==> config.mk <==
export PLATFORM = sky130hd
export DESIGN_NAME = tag_read_version_responder
export DESIGN_NICKNAME = d
export VERILOG_FILES = /design/src/hw/responder_pkg.sv /design/src/hw/reply_fifo.sv /design/src/hw/tag_read_version_responder.sv
export VERILOG_INCLUDE_DIRS = /design/src /design/src/hw
export SDC_FILE = /design/constraint.sdc
export NUM_CORES = 1
export LEC_CHECK = 0
export ABC_AREA = 1
export BUFFER_PORTS_ARGS = -buffer_cell sky130_fd_sc_hd__buf_4
export CORE_MARGIN = 8
export CORE_UTILIZATION = 45
export CTS_BUF_LIST = sky130_fd_sc_hd__clkbuf_16
export CTS_CLUSTER_DIAMETER = 30
export CTS_CLUSTER_SIZE = 16
export DETAILED_ROUTE_END_ITERATION = 8
export PLACE_DENSITY = 0.71
export SKIP_LAST_GASP = 1
export SLEW_MARGIN = 20
export SYNTH_ARGS = -nofsm -noshare
export SYNTH_HDL_FRONTEND = slang
export SYNTH_SLANG_ARGS = --single-unit
==> constraint.sdc <==
create_clock -name clk -period 2.8 [get_ports clk]
set_input_delay 0.28 -clock clk [delete_from_list [all_inputs] [get_ports clk]]
set_output_delay 0.28 -clock clk [all_outputs]
set_load 0.01 [all_outputs]
==> src/hw/responder_defs.svh <==
`ifndef RESPONDER_DEFS_SVH
`define RESPONDER_DEFS_SVH

// 4-bit reply codes
`define ACK_CODE        4'hA
`define NAK_ARG         4'h0
`define NAK_CRC         4'h1
`define NAK_AUTH        4'h4
`define NAK_NVM         4'h5

// activation replies
`define ATQA_LO         8'h44
`define ATQA_HI         8'h00
`define SAK_VAL         8'h00

// command codes
`define CMD_REQA        8'h26
`define CMD_WUPA        8'h52
`define CMD_SEL_CL2     8'h95
`define SEL_NVB         8'h70
`define CMD_VERSION     8'h60
`define CMD_READ        8'h30
`define CMD_AUTH        8'h1B

// memory variants
`define LAST_PAGE_S     8'h2C
`define LAST_PAGE_M     8'h86
`define LAST_PAGE_L     8'hE6
`define SIZE_S          8'h0F
`define SIZE_M          8'h11
`define SIZE_L          8'h13

// version bytes that carry no identity
`define VER_HDR         8'h00
`define VER_MINOR       8'h00
`define VER_PROTO       8'h03

// lengths and indexes
`define ATQA_LAST       3'h1
`define VER_LAST        3'h7
`define IDX_HDR         3'h0
`define IDX_VENDOR      3'h1
`define IDX_TYPE        3'h2
`define IDX_SUBTYPE     3'h3
`define IDX_MAJOR       3'h4
`define IDX_MINOR       3'h5
`define IDX_SIZE        3'h6
`define LAST_IN_GROUP   2'h3
`define FIFO_DEPTH      4

// frame delay n=9: (n*128+84) carrier periods at 13.56 MHz, clock 250 MHz
`define FDT_N           9
`define FDT_MUL         128
`define FDT_ADD         84
`define FC_KHZ          13560
`define CLK_KHZ         250000
`define REPLY_DELAY_CYC (((`FDT_N*`FDT_MUL+`FDT_ADD)*`CLK_KHZ+`FC_KHZ-1)/`FC_KHZ)
`define DELAY_W         16

`endif

==> src/hw/responder_pkg.sv <==
package responder_pkg;

  typedef enum logic [1:0] {VAR_144, VAR_504, VAR_888} variant_e;
  typedef enum logic [1:0] {RK_NIB, RK_ATQA, RK_SAK, RK_VER} reply_e;
  typedef enum logic [2:0] {ST_IDLE, ST_SEND, ST_RD_ADDR, ST_RD_WAIT, ST_RD_PUSH} state_e;

  typedef struct packed {
    logic       valid;
    logic [7:0] data;
    logic       last;
    logic       short7;
    logic       err;
  } rx_byte_s;

  typedef struct packed {
    logic       nibble;
    logic       last;
    logic [7:0] data;
  } tx_item_s;

  typedef struct packed {
    state_e      st;
    reply_e      kind;
    logic [3:0]  code;
    logic [2:0]  idx;
    logic [7:0]  cmd;
    logic [7:0]  arg;
    logic [1:0]  nbytes;
    logic [7:0]  page;
    logic [1:0]  pcnt;
    logic [1:0]  bcnt;
    logic [31:0] word;
    logic [15:0] delay;
    tx_item_s    tx;
    logic        tx_valid;
    logic [7:0]  mem_page;
    logic        busy;
  } core_s;

endpackage

==> src/hw/reply_fifo.sv <==
`timescale 1ns/100ps
module reply_fifo #(
  parameter int WIDTH = 10,
  parameter int DEPTH = 4
) (
  // clock and reset
  input  wire logic             clk,
  input  wire logic             rst_n,
  // fill side
  input  wire logic [WIDTH-1:0] in_data,
  input  wire logic             in_valid,
  output logic                  in_ready,
  // drain side
  output logic [WIDTH-1:0]      out_data,
  output logic                  out_valid,
  input  wire logic             out_ready
);
  localparam int PW = (DEPTH > 1) ? $clog2(DEPTH) : 1;
  localparam int CW = $clog2(DEPTH + 1);

  typedef struct packed {
    logic [DEPTH-1:0][WIDTH-1:0] mem;
    logic [PW-1:0]               wr;
    logic [PW-1:0]               rd;
    logic [CW-1:0]               cnt;
  } fifo_s;

  fifo_s s_q;
  fifo_s s_d;
  logic  push;
  logic  pop;

  function automatic logic [PW-1:0] bump(input logic [PW-1:0] p);
    bump = (p == PW'(DEPTH - 1)) ? '0 : PW'(p + 1'b1);
  endfunction

  assign in_ready  = (s_q.cnt != CW'(DEPTH));
  assign out_valid = (s_q.cnt != '0);
  assign out_data  = s_q.mem[s_q.rd];
  assign push      = in_valid && in_ready;
  assign pop       = out_valid && out_ready;

  always_comb begin
    s_d = s_q;
    if (push) begin
      s_d.mem[s_q.wr] = in_data;
      s_d.wr          = bump(s_q.wr);
    end
    if (pop) begin
      s_d.rd = bump(s_q.rd);
    end
    if (push && !pop) begin
      s_d.cnt = CW'(s_q.cnt + 1'b1);
    end else if (pop && !push) begin
      s_d.cnt = CW'(s_q.cnt - 1'b1);
    end
  end

  always_ff @(posedge clk or negedge rst_n) begin
    if (!rst_n) begin
      s_q <= '0;
    end else begin
      s_q <= s_d;
    end
  end
endmodule // reply_fifo

==> src/hw/tag_read_version_responder.sv <==
// Summary of operation
// - a positive acknowledge goes out as the 4-bit code Ah
// - an invalid argument such as a bad page is answered with nibble 0h
// - a parity or CRC error in the command is answered with nibble 1h
// - an overflowed failed-authentication counter is answered with nibble 4h
// - a failed non-volatile write is reported with nibble 5h
// - REQA or WUPA gets ATQA 00 44h, low byte 44h sent first
// - select at cascade level two gets SAK 00h
// - ATQA bits 7 and 8 code UID size, whatever the UID usage
// - version query is 60h plus CRC; reply is 8 bytes plus CRC
// - size byte: upper seven bits exponent n, LSB set if not exact power
// - size byte is 0Fh, 11h or 13h for 144, 504, 888 bytes
// - no reply before frame delay n=9; reader times out at 5 ms
// - read request is 30h, one start page byte, two CRC bytes
// - a valid read returns 16 bytes of four consecutive pages plus CRC
// - start page limit is 2Ch, 86h or E6h; above it a negative acknowledge
// - past the last page the read wraps to page 00h until four pages sent
// - locked and protected: start at or above protection start is refused
// - locked: lower start returns data, wrapping at the protection start page
// - once unlocked, reads behave as with no protection at all
// - password and password acknowledge pages always read as 00h
`timescale 1ns/100ps
`include "responder_defs.svh"
module tag_read_version_responder #(
  parameter int REPLY_DELAY_CYC = `REPLY_DELAY_CYC,
  parameter logic [7:0] VENDOR_ID = 8'h5A, // arbitrary value
  parameter logic [7:0] PROD_TYPE = 8'h3C, // arbitrary value
  parameter logic [7:0] PROD_SUB  = 8'h7E, // arbitrary value
  parameter logic [7:0] PROD_MAJ  = 8'h09  // arbitrary value
) (
  // clock and reset
  input  wire logic                     clk,
  input  wire logic                     rst_n,
  // received command bytes, crc already checked
  input  wire responder_pkg::rx_byte_s  rx,
  // events from the write and authentication engines
  input  wire logic                     write_ok,
  input  wire logic                     write_fail,
  input  wire logic                     auth_locked,
  // configuration
  input  wire responder_pkg::variant_e  variant,
  input  wire logic [7:0]               protection_start_page,
  input  wire logic                     unlocked_state,
  // page memory, asynchronous read
  output logic [7:0]                    mem_page,
  input  wire logic [31:0]              mem_rdata,
  // reply stream towards the frame encoder
  output responder_pkg::tx_item_s       tx,
  output logic                          tx_valid,
  input  wire logic                     tx_ready,
  // status
  output logic                          busy
);

  // ------------------------------------------------------------
  // state and fifo wiring
  // ------------------------------------------------------------
  responder_pkg::core_s    s_q;
  responder_pkg::core_s    s_d;
  responder_pkg::tx_item_s push_item;
  responder_pkg::tx_item_s fifo_out;
  logic                    push_valid;
  logic                    push_ready;
  logic                    fifo_valid;
  logic                    fifo_pop;
  logic [7:0]              last_page;
  logic [7:0]              wrap_page;
  logic                    prot_on;

  reply_fifo #(
    .WIDTH ($bits(responder_pkg::tx_item_s)),
    .DEPTH (`FIFO_DEPTH)
  ) u_reply_fifo (
    .clk       (clk),
    .rst_n     (rst_n),
    .in_data   (push_item),
    .in_valid  (push_valid),
    .in_ready  (push_ready),
    .out_data  (fifo_out),
    .out_valid (fifo_valid),
    .out_ready (fifo_pop)
  );

  assign mem_page = s_q.mem_page;
  assign tx       = s_q.tx;
  assign tx_valid = s_q.tx_valid;
  assign busy     = s_q.busy;

  // ------------------------------------------------------------
  // helpers
  // ------------------------------------------------------------
  // variant limit
  function automatic logic [7:0] limit_of(input responder_pkg::variant_e v);
    case (v)
      responder_pkg::VAR_144: limit_of = `LAST_PAGE_S;
      responder_pkg::VAR_504: limit_of = `LAST_PAGE_M;
      default:                limit_of = `LAST_PAGE_L;
    endcase
  endfunction

  function automatic logic [7:0] size_of(input responder_pkg::variant_e v);
    case (v)
      responder_pkg::VAR_144: size_of = `SIZE_S;
      responder_pkg::VAR_504: size_of = `SIZE_M;
      default:                size_of = `SIZE_L;
    endcase
  endfunction

  function automatic responder_pkg::tx_item_s nib(input logic [3:0] code);
    nib.nibble = 1'b1;
    nib.last   = 1'b1;
    nib.data   = {4'h0, code};
  endfunction

  function automatic responder_pkg::tx_item_s byte_item(input logic [7:0] d, input logic l);
    byte_item.nibble = 1'b0;
    byte_item.last   = l;
    byte_item.data   = d;
  endfunction

  function automatic logic [7:0] ver_byte(input logic [2:0] i, input responder_pkg::variant_e v);
    case (i)
      `IDX_HDR:     ver_byte = `VER_HDR;
      `IDX_VENDOR:  ver_byte = VENDOR_ID;
      `IDX_TYPE:    ver_byte = PROD_TYPE;
      `IDX_SUBTYPE: ver_byte = PROD_SUB;
      `IDX_MAJOR:   ver_byte = PROD_MAJ;
      `IDX_MINOR:   ver_byte = `VER_MINOR;
      `IDX_SIZE:    ver_byte = size_of(v);
      default:      ver_byte = `VER_PROTO;
    endcase
  endfunction

  // ------------------------------------------------------------
  // access window
  // ------------------------------------------------------------
  // the two top pages hold password and its acknowledge
  assign last_page = limit_of(variant);
  assign prot_on   = (protection_start_page <= last_page);

  always_comb begin
    if (prot_on && !unlocked_state && protection_start_page != 8'h00) begin
      wrap_page = 8'(protection_start_page - 8'h01);
    end else begin
      wrap_page = last_page;
    end
  end

  // ------------------------------------------------------------
  // next state
  // ------------------------------------------------------------
  always_comb begin
    logic [7:0] cmd_v;
    logic [7:0] arg_v;
    logic [1:0] cnt_v;
    logic [7:0] b;
    s_d        = s_q;
    push_valid = 1'b0;
    push_item  = '0;
    fifo_pop   = 1'b0;
    cmd_v      = (s_q.nbytes == 2'h0) ? rx.data : s_q.cmd;
    arg_v      = (s_q.nbytes == 2'h1) ? rx.data : s_q.arg;
    cnt_v      = (s_q.nbytes == 2'h3) ? s_q.nbytes : 2'(s_q.nbytes + 2'h1);
    b          = 8'h00;

    // output stage: the delay holds back the first byte of a reply
    if (s_q.tx_valid && tx_ready) begin
      s_d.tx_valid = 1'b0;
    end
    if (s_q.delay != '0) begin
      s_d.delay = 16'(s_q.delay - 16'h1);
    end
    if (!s_d.tx_valid && s_q.delay == '0 && fifo_valid) begin
      fifo_pop     = 1'b1;
      s_d.tx       = fifo_out;
      s_d.tx_valid = 1'b1;
    end

    case (s_q.st)
      responder_pkg::ST_IDLE: begin
        if (rx.valid) begin
          s_d.cmd    = cmd_v;
          s_d.arg    = arg_v;
          s_d.nbytes = cnt_v;
          s_d.idx    = '0;
          if (rx.last) begin
            s_d.nbytes = '0;
            s_d.delay  = 16'(REPLY_DELAY_CYC);
            if (rx.err) begin
              s_d.kind = responder_pkg::RK_NIB;
              s_d.code = `NAK_CRC;
              s_d.st   = responder_pkg::ST_SEND;
            end else if (rx.short7 && (cmd_v == `CMD_REQA || cmd_v == `CMD_WUPA)) begin
              s_d.kind = responder_pkg::RK_ATQA;
              s_d.st   = responder_pkg::ST_SEND;
            end else if (rx.short7) begin
              s_d.st = responder_pkg::ST_IDLE;
            end else if (cmd_v == `CMD_SEL_CL2 && arg_v == `SEL_NVB) begin
              s_d.kind = responder_pkg::RK_SAK;
              s_d.st   = responder_pkg::ST_SEND;
            end else if (cmd_v == `CMD_VERSION && cnt_v == 2'h1) begin
              s_d.kind = responder_pkg::RK_VER;
              s_d.st   = responder_pkg::ST_SEND;
            end else if (cmd_v == `CMD_READ && cnt_v == 2'h2) begin
              if (arg_v > last_page) begin
                s_d.kind = responder_pkg::RK_NIB;
                s_d.code = `NAK_ARG;
                s_d.st   = responder_pkg::ST_SEND;
              end else if (prot_on && !unlocked_state && arg_v >= protection_start_page) begin
                s_d.kind = responder_pkg::RK_NIB;
                s_d.code = `NAK_ARG;
                s_d.st   = responder_pkg::ST_SEND;
              end else begin
                s_d.page = arg_v;
                s_d.pcnt = '0;
                s_d.st   = responder_pkg::ST_RD_ADDR;
              end
            end else if (cmd_v == `CMD_AUTH && auth_locked) begin
              s_d.kind = responder_pkg::RK_NIB;
              s_d.code = `NAK_AUTH;
              s_d.st   = responder_pkg::ST_SEND;
            end
          end
        end else if (write_fail) begin
          s_d.kind = responder_pkg::RK_NIB;
          s_d.code = `NAK_NVM;
          s_d.st   = responder_pkg::ST_SEND;
        end else if (write_ok) begin
          s_d.kind = responder_pkg::RK_NIB;
          s_d.code = `ACK_CODE;
          s_d.st   = responder_pkg::ST_SEND;
        end
      end

      responder_pkg::ST_SEND: begin
        push_valid = 1'b1;
        case (s_q.kind)
          responder_pkg::RK_NIB: begin
            push_item = nib(s_q.code);
          end
          responder_pkg::RK_ATQA: begin
            b         = (s_q.idx == '0) ? `ATQA_LO : `ATQA_HI;
            push_item = byte_item(b, s_q.idx == `ATQA_LAST);
          end
          responder_pkg::RK_SAK: begin
            push_item = byte_item(`SAK_VAL, 1'b1);
          end
          default: begin
            push_item = byte_item(ver_byte(s_q.idx, variant), s_q.idx == `VER_LAST);
          end
        endcase
        if (push_ready) begin
          s_d.idx = 3'(s_q.idx + 3'h1);
          if (push_item.last) begin
            s_d.st = responder_pkg::ST_IDLE;
          end
        end
      end

      responder_pkg::ST_RD_ADDR: begin
        s_d.mem_page = s_q.page;
        s_d.st       = responder_pkg::ST_RD_WAIT;
      end

      responder_pkg::ST_RD_WAIT: begin
        if (s_q.mem_page >= 8'(last_page - 8'h01)) begin
          s_d.word = '0;
        end else begin
          s_d.word = mem_rdata;
        end
        s_d.bcnt = '0;
        s_d.st   = responder_pkg::ST_RD_PUSH;
      end

      responder_pkg::ST_RD_PUSH: begin
        push_valid = 1'b1;
        push_item  = byte_item(s_q.word[8*s_q.bcnt +: 8],
                               s_q.pcnt == `LAST_IN_GROUP && s_q.bcnt == `LAST_IN_GROUP);
        if (push_ready) begin
          s_d.bcnt = 2'(s_q.bcnt + 2'h1);
          if (s_q.bcnt == `LAST_IN_GROUP) begin
            s_d.pcnt = 2'(s_q.pcnt + 2'h1);
            s_d.page = (s_q.page >= wrap_page) ? 8'h00 : 8'(s_q.page + 8'h01);
            s_d.st   = (s_q.pcnt == `LAST_IN_GROUP) ? responder_pkg::ST_IDLE : responder_pkg::ST_RD_ADDR;
          end
        end
      end

      default: begin
        s_d.st = responder_pkg::ST_IDLE;
      end
    endcase

    s_d.busy = (s_d.st != responder_pkg::ST_IDLE);
  end

  // ------------------------------------------------------------
  // state register
  // ------------------------------------------------------------
  always_ff @(posedge clk or negedge rst_n) begin
    if (!rst_n) begin
      s_q <= '0;
    end else begin
      s_q <= s_d;
    end
  end
endmodule // tag_read_version_responder

======== Word-level counts from Yosys, hierarchy flattened ========
Index checks and enable logic that the tools add are counted.
operators by class
  add/sub/neg operators ................... 12
  magnitude comparators ................... 8
  equality and inequality tests ........... 53
  shift operators ......................... 1
  multiplexer cells ....................... 71
  reduce and logical (&&, ||, !) cells .... 45
operators with widths
  cell                     count
  $mux W10                 12
  $mux W9                  8
  $mux W16                 4
  $pmux W7 S6              1
  $bwmux W40               1
  $mux W8                  5
  $pmux W10 S2             2
  $mux W32                 1
  $shiftx A32 B6 Y8        1
  $mux W31                 1
  $pmux W10 S3             1
  $eq A8 B7 Y1 const B     3
  $ge A8 B8 Y1             3
  $mux W12                 2
  $mux W3                  8
  $ne A2 B2 Y1 const B     12
  $bmux W10 S2             1
  $demux W10 S2            1
  $logic_and A1 B1 Y1      17
  $eq A8 B6 Y1 const B     2
  $logic_not A16 Y1        1
  $pmux W8 S2              1
  $reduce_bool A16 Y1      1
  $sub A16 B1 Y16 const B  1
  other kinds (46)         100
word-level totals
  register bits ........................... 157
  input bits .............................. 61
  output and inout bits ................... 20
  word-level logic and storage cells ...... 215

======== Logic depth before layout (Yosys ltp) ========
  depth in word-level cells ............... 18
  depth in mapped cells ................... 23
  gate-level depth less buffers ........... 23

======== Modules after synthesis ========
A second synthesis with hierarchy kept.
unflattened totals
  cell total of the unflattened synthesis .. 1369
  area, all modules ....................... 9965.8 um^2
modules (own cells, without submodules)
  module                      times used  cells an instance  area an instance (um^2)  sequential area each (um^2)
  tag_read_version_responder  1           1068               7508.5                   2727.6
  reply_fifo                  1           301                2457.4                   1176.1

======== Worst setup path before layout ========
No wires, ideal clock.
  path kind ............................... input to register
  start point ............................. input port variant[0]
  end point ............................... register s_q[72] in the netlist's numbering
  library setup time ...................... 0.074 ns
  data arrival time ....................... 3.059 ns
  data required time ...................... 2.726 ns
  slack ................................... -0.333 ns
  stages on the path ...................... 21
  buffers on the path ..................... 0
  path through ............................ nor2_1 inv_1 ha_1 nand2_1 nor2_1 nand3_1 a21oi_1 and2_1 inv_1 nand2_1 nand2_1 ha_1 inv_1 nor2_1 o21ai_0 nand2_1 nand2_1 o2111ai_1 o21ai_0 inv_1 o21ai_2
between the ends
  cells in the longest elaborated chain, start to end .. 11
ends and longest elaborated chain
  item                                                     line                                                                  source
  from (decl)                                              tag_read_version_responder.sv:41                                      input wire responder_pkg::variant_e variant,
  $eq A2 B1 Y1 / $logic_not A2 Y1 (equally long branches)  tag_read_version_responder.sv:94                                      case (v)
  $pmux W8 S2 (*)                                          tag_read_version_responder.sv:94
  $le A8 B8 Y1                                             tag_read_version_responder.sv:139                                     assign prot_on = (protection_start_page <= last_page);
  $logic_and A1 B1 Y1                                      tag_read_version_responder.sv:142, tag_read_version_responder.sv:209
  $logic_and A1 B1 Y1                                      tag_read_version_responder.sv:142                                     if (prot_on && !unlocked_state && protection_start_page != 8'h00) begin
  $mux W8                                                  tag_read_version_responder.sv:142
  $ge A8 B8 Y1                                             tag_read_version_responder.sv:283                                     s_d.page = (s_q.page >= wrap_page) ? 8'h00 : 8'(s_q.page + 8'h01);
  $mux W8                                                  tag_read_version_responder.sv:283
  $mux W10                                                 tag_read_version_responder.sv:281                                     if (s_q.bcnt == `LAST_IN_GROUP) begin
  $mux W12                                                 tag_read_version_responder.sv:279                                     if (push_ready) begin
  $pmux W10 S2                                             tag_read_version_responder.sv:179                                     case (s_q.st)
  to (signal assigned)                                     tag_read_version_responder.sv:302                                     s_q <= '0;
  to (signal assigned)                                     tag_read_version_responder.sv:304                                     s_q <= s_d;
  to (decl)                                                tag_read_version_responder.sv:58                                      responder_pkg::core_s s_q;
Mark *: on every way between the ends. The rest lies on a longest branch, timed or not. The select of a mux whose other input is x is not followed.
A chain may end at the register's enable or synchronous reset.

======== Worst setup path in the final report ========
  start point ............................. input port variant[1]
  end point ............................... register s_q[75] in the netlist's numbering
The elaborated chain is that of the path after synthesis.

==> flow_metrics.env <==
export IMPL_start_util=0.455
export IMPL_layout_common_cells="272 x nand2_1, 156 x dfrtp_1, 131 x inv_1"
export IMPL_num_vias=8260
export IMPL_ios=81
export IMPL_grt_pass1_wl_um=39400
export IMPL_cp_end_kind="flop"
export IMPL_fp_dieArea_mm2=0.0260
export IMPL_die_x_um=161
export IMPL_synthTopCellsByArea="dfrtp_1 41%, nand2_1 11%, o21ai_0 6.9%"
export IMPL_yosys_register_bits=156
export IMPL_fin_area_mm2=0.0112
export IMPL_portBuffers=80
export IMPL_synth_async_reset_ratio=1.00
export IMPL_hold_violations=0
export IMPL_synth_flop_cell="dfrtp_1"
export IMPL_syn_area_per_cell_um2=7.77
export IMPL_grt_usage=0.182
export IMPL_root_buffer="clkbuf_16"
export IMPL_slowest_delay_ps=390
export IMPL_arrival_ps=3060
export IMPL_hpwl_um=17100
export IMPL_clk_latency_ps=430
export IMPL_setup_viol=0
export IMPL_cts_max_level=4
export IMPL_grt_pass1_vias=8138
export IMPL_setup_worst_path_class="in2reg"
export IMPL_drt_iter0_drc=508
export IMPL_path_cells="buf_8 > nor2_4 > inv_4 > ha_4 > nand2_2 > nor2_1 > nand3_1 > a21oi_2 > and2_4 > clkinvlp_4 > nand2_2 > o21ai_1 > ha_1 > nand2_2 > buf_4 > o2111ai_4 > nor2_2 > a21oi_2 > o21ai_2"
export IMPL_tightest_slew_ps=775
export IMPL_clk_pin_slew_ps=60
export IMPL_clock_sinks=156
export IMPL_status="finished clean"
export IMPL_yosysTopAreaCell="dfrtp_1"
export IMPL_routed_wl_um=23400
export IMPL_drive_above_1_share=0.203
export IMPL_synth_cell_types=47
export IMPL_synthCells=1221
export IMPL_wl_per_cell_um=14.7
export IMPL_fill_cells=1998
export IMPL_crit_fanout=8
export IMPL_maxCapViolations=0
export IMPL_cts_buffers=17
export IMPL_drv_slew=0
export IMPL_viasPerCell=5.20
export IMPL_power_static_leakage_nw=5.47
export IMPL_rows=53
export IMPL_drc_errors=0
export IMPL_ir_worst_vdd_uv=542
export IMPL_num_antenna_cells=0
export IMPL_synth_edf_count=0
export IMPL_max_slew_margin=0.481
export IMPL_nNetsFinal=1413
export IMPL_route_antenna_remaining_nets=0
export IMPL_clock_path_buffers=2
export IMPL_place_gp_congestion=0.895
export IMPL_synth_top_area_share=0.412
export IMPL_whs_ps=66.0
export IMPL_syn_nets=1334
export IMPL_area_growth_pct=18.1
export IMPL_ys_seq_area_frac=0.412
export IMPL_fin_crit_sh=0.982
export IMPL_cp_start_kind="primary input"
export IMPL_die_y_um=161
export IMPL_place_area_mm2=0.0104
export IMPL_grt_ovfl_total=0
export IMPL_fmax_mhz=364
export IMPL_fin_crit_ps=2750
export IMPL_crit_slowest_cell="o2111ai_4"
export IMPL_critPathRequiredTime_ps=3110
export IMPL_synth_warnings=0
export IMPL_antenna_found_initial=0
export IMPL_multiInputGateArea_mm2=0.00495
export IMPL_hold_class="in2reg"
export IMPL_seq_area_mm2=0.00390
export IMPL_cts_tree="yes"
export IMPL_finClkSkew_ps=16.7
export IMPL_grt_max_degree=71
export IMPL_core_mm2=0.0208
export IMPL_powerDensity_mw_per_mm2=918
export IMPL_syn_area_mm2=0.00948
export IMPL_rsz0062_at_grt="true"
export IMPL_dr_pass1_iters=5
export IMPL_layout_commonest_cell="nand2_1"
export IMPL_crit_top_cell="nand2_2"
state kept, by name, summed over array words and instances, names as in the netlist:
| register | count |
|---|---|
| tx_valid | 1 |
| u_reply_fifo.s_q | 47 |
| mem_page | 8 |
| s_q | 89 |
| tx | 10 |
| busy | 1 |
path summary, 6_finish.rpt:
check	startpoint	to	slack, ps	cells past startpoint
max	variant[1]	s_q[75]	50	19
min	tx_ready	tx_valid	70	2
max reg2reg	u_reply_fifo.s_q[0]	u_reply_fifo.s_q[1]	190	8
min reg2reg	u_reply_fifo.s_q[40]	u_reply_fifo.s_q[40]	480	2
max in group asynchronous	rst_n	s_q[52]	1590	3
min in group asynchronous	rst_n	tx[2]	380	2
report_power, final:
| group | leakage (nW) | internal [mW] | total, mW | switching [mW] |
|---|---|---|---|---|
| clock network | 0.276 | 1.24 | 2.22 | 0.983 |
| logic | 3.20 | 1.59 | 4.30 | 2.71 |
| registers | 2.00 | 3.11 | 3.76 | 0.653 |
worst max-delay path: cells and delay by family:
| kind | cells | cell delay, ps |
|---|---|---|
| fa+ha+maj | 2 | 600 |
| buf+inv | 4 | 470 |
| simple gates | 8 | 890 |
| compound gates | 5 | 800 |
synthesized netlist by cell type (2+ instances only):
cell and count:
a211oi_1 4, a21o_1 2, a21oi_1 55, a31oi_1 2, buf_2 8, buf_4 18
buf_6 5, clkbuf_1 25, clkinv_1 4, dfrtp_1 156, ha_1 51, inv_1 133
inv_2 2, mux2_2 6, nand2_1 279, nand2_2 29, nand2_4 7, nand3_1 88
nand3_2 3, nand3b_1 3, nand4_1 8, nor2_1 102, nor2_2 4, nor2_8 2
nor3_1 12, nor3b_1 4, nor4_1 7, o211ai_1 7, o21a_1 8, o21ai_0 131
o21ai_2 20, o22ai_1 7, or2_2 2, xnor2_1 4, xor2_1 11
per-layer routing:
| layer | global-route usage | up-vias | part of all wire | wire, um |
|---|---|---|---|---|
| li1 | - | 4148 | - | - |
| met1 | 0.243 | 3927 | 0.47 | 11000 |
| met2 | 0.301 | 170 | 0.48 | 11200 |
| met3 | 0.0316 | 15 | 0.040 | 941 |
| met4 | 0.0455 | 0 | 0.0098 | 230 |
| met5 | 0 | - | 0 | 0 |
per-stage QoR:
stage | TNS (ps) | util | instances | worst slack [ps] | power [mW]
after CTS | 0 | 0.527 | 1583 | 52.6 | 10.2
after floorplan | 0 | - | 1221 | 2.98 | 6.79
after detailed placement | -2870 | 0.499 | 1550 | -372 | 7.87
after global placement | -1610 | 0.499 | 1550 | -226 | 7.74
after global routing | -919 | 0.538 | 1588 | -143 | 11.1
final | 0 | 0.538 | 1588 | 50.0 | 10.3
what timing repair did:
| item | CTS | global route |
|---|---|---|
| setup buffers | 0 | 5 |
| hold endpoints to repair | 53 | 0 |
| hold buffers | 1 | 0 |
| setup endpoints to repair | 0 | 8 |
| resized for setup | 0 | 48 |
final cells by class:
type                            count  share of cell area
Sequential cell                   156               0.348
Clock inverter                     15              0.0125
Clock buffer                       17              0.0380
Multi-Input combinational cell    870               0.442
Tap cell                          275              0.0307
Timing Repair Buffer              116              0.0815
Inverter                          139              0.0471
kinds of logic (layout without fill, tap and decap cells):
family / count (synthesis) / in the layout / share of synthesized area
AND/OR/NAND/NOR: 553 / 553 / 0.261
multiplexers: 6 / 6 / 0.00712
buffers and inverters: 195 / 287 / 0.0893
adder cells (fa/ha/maj): 52 / 52 / 0.0694
flip-flops: 156 / 156 / 0.412
AO/OA/AOI/OAI: 244 / 244 / 0.147
XOR/XNOR: 15 / 15 / 0.0139
Power figures use the tool's default switching activity.
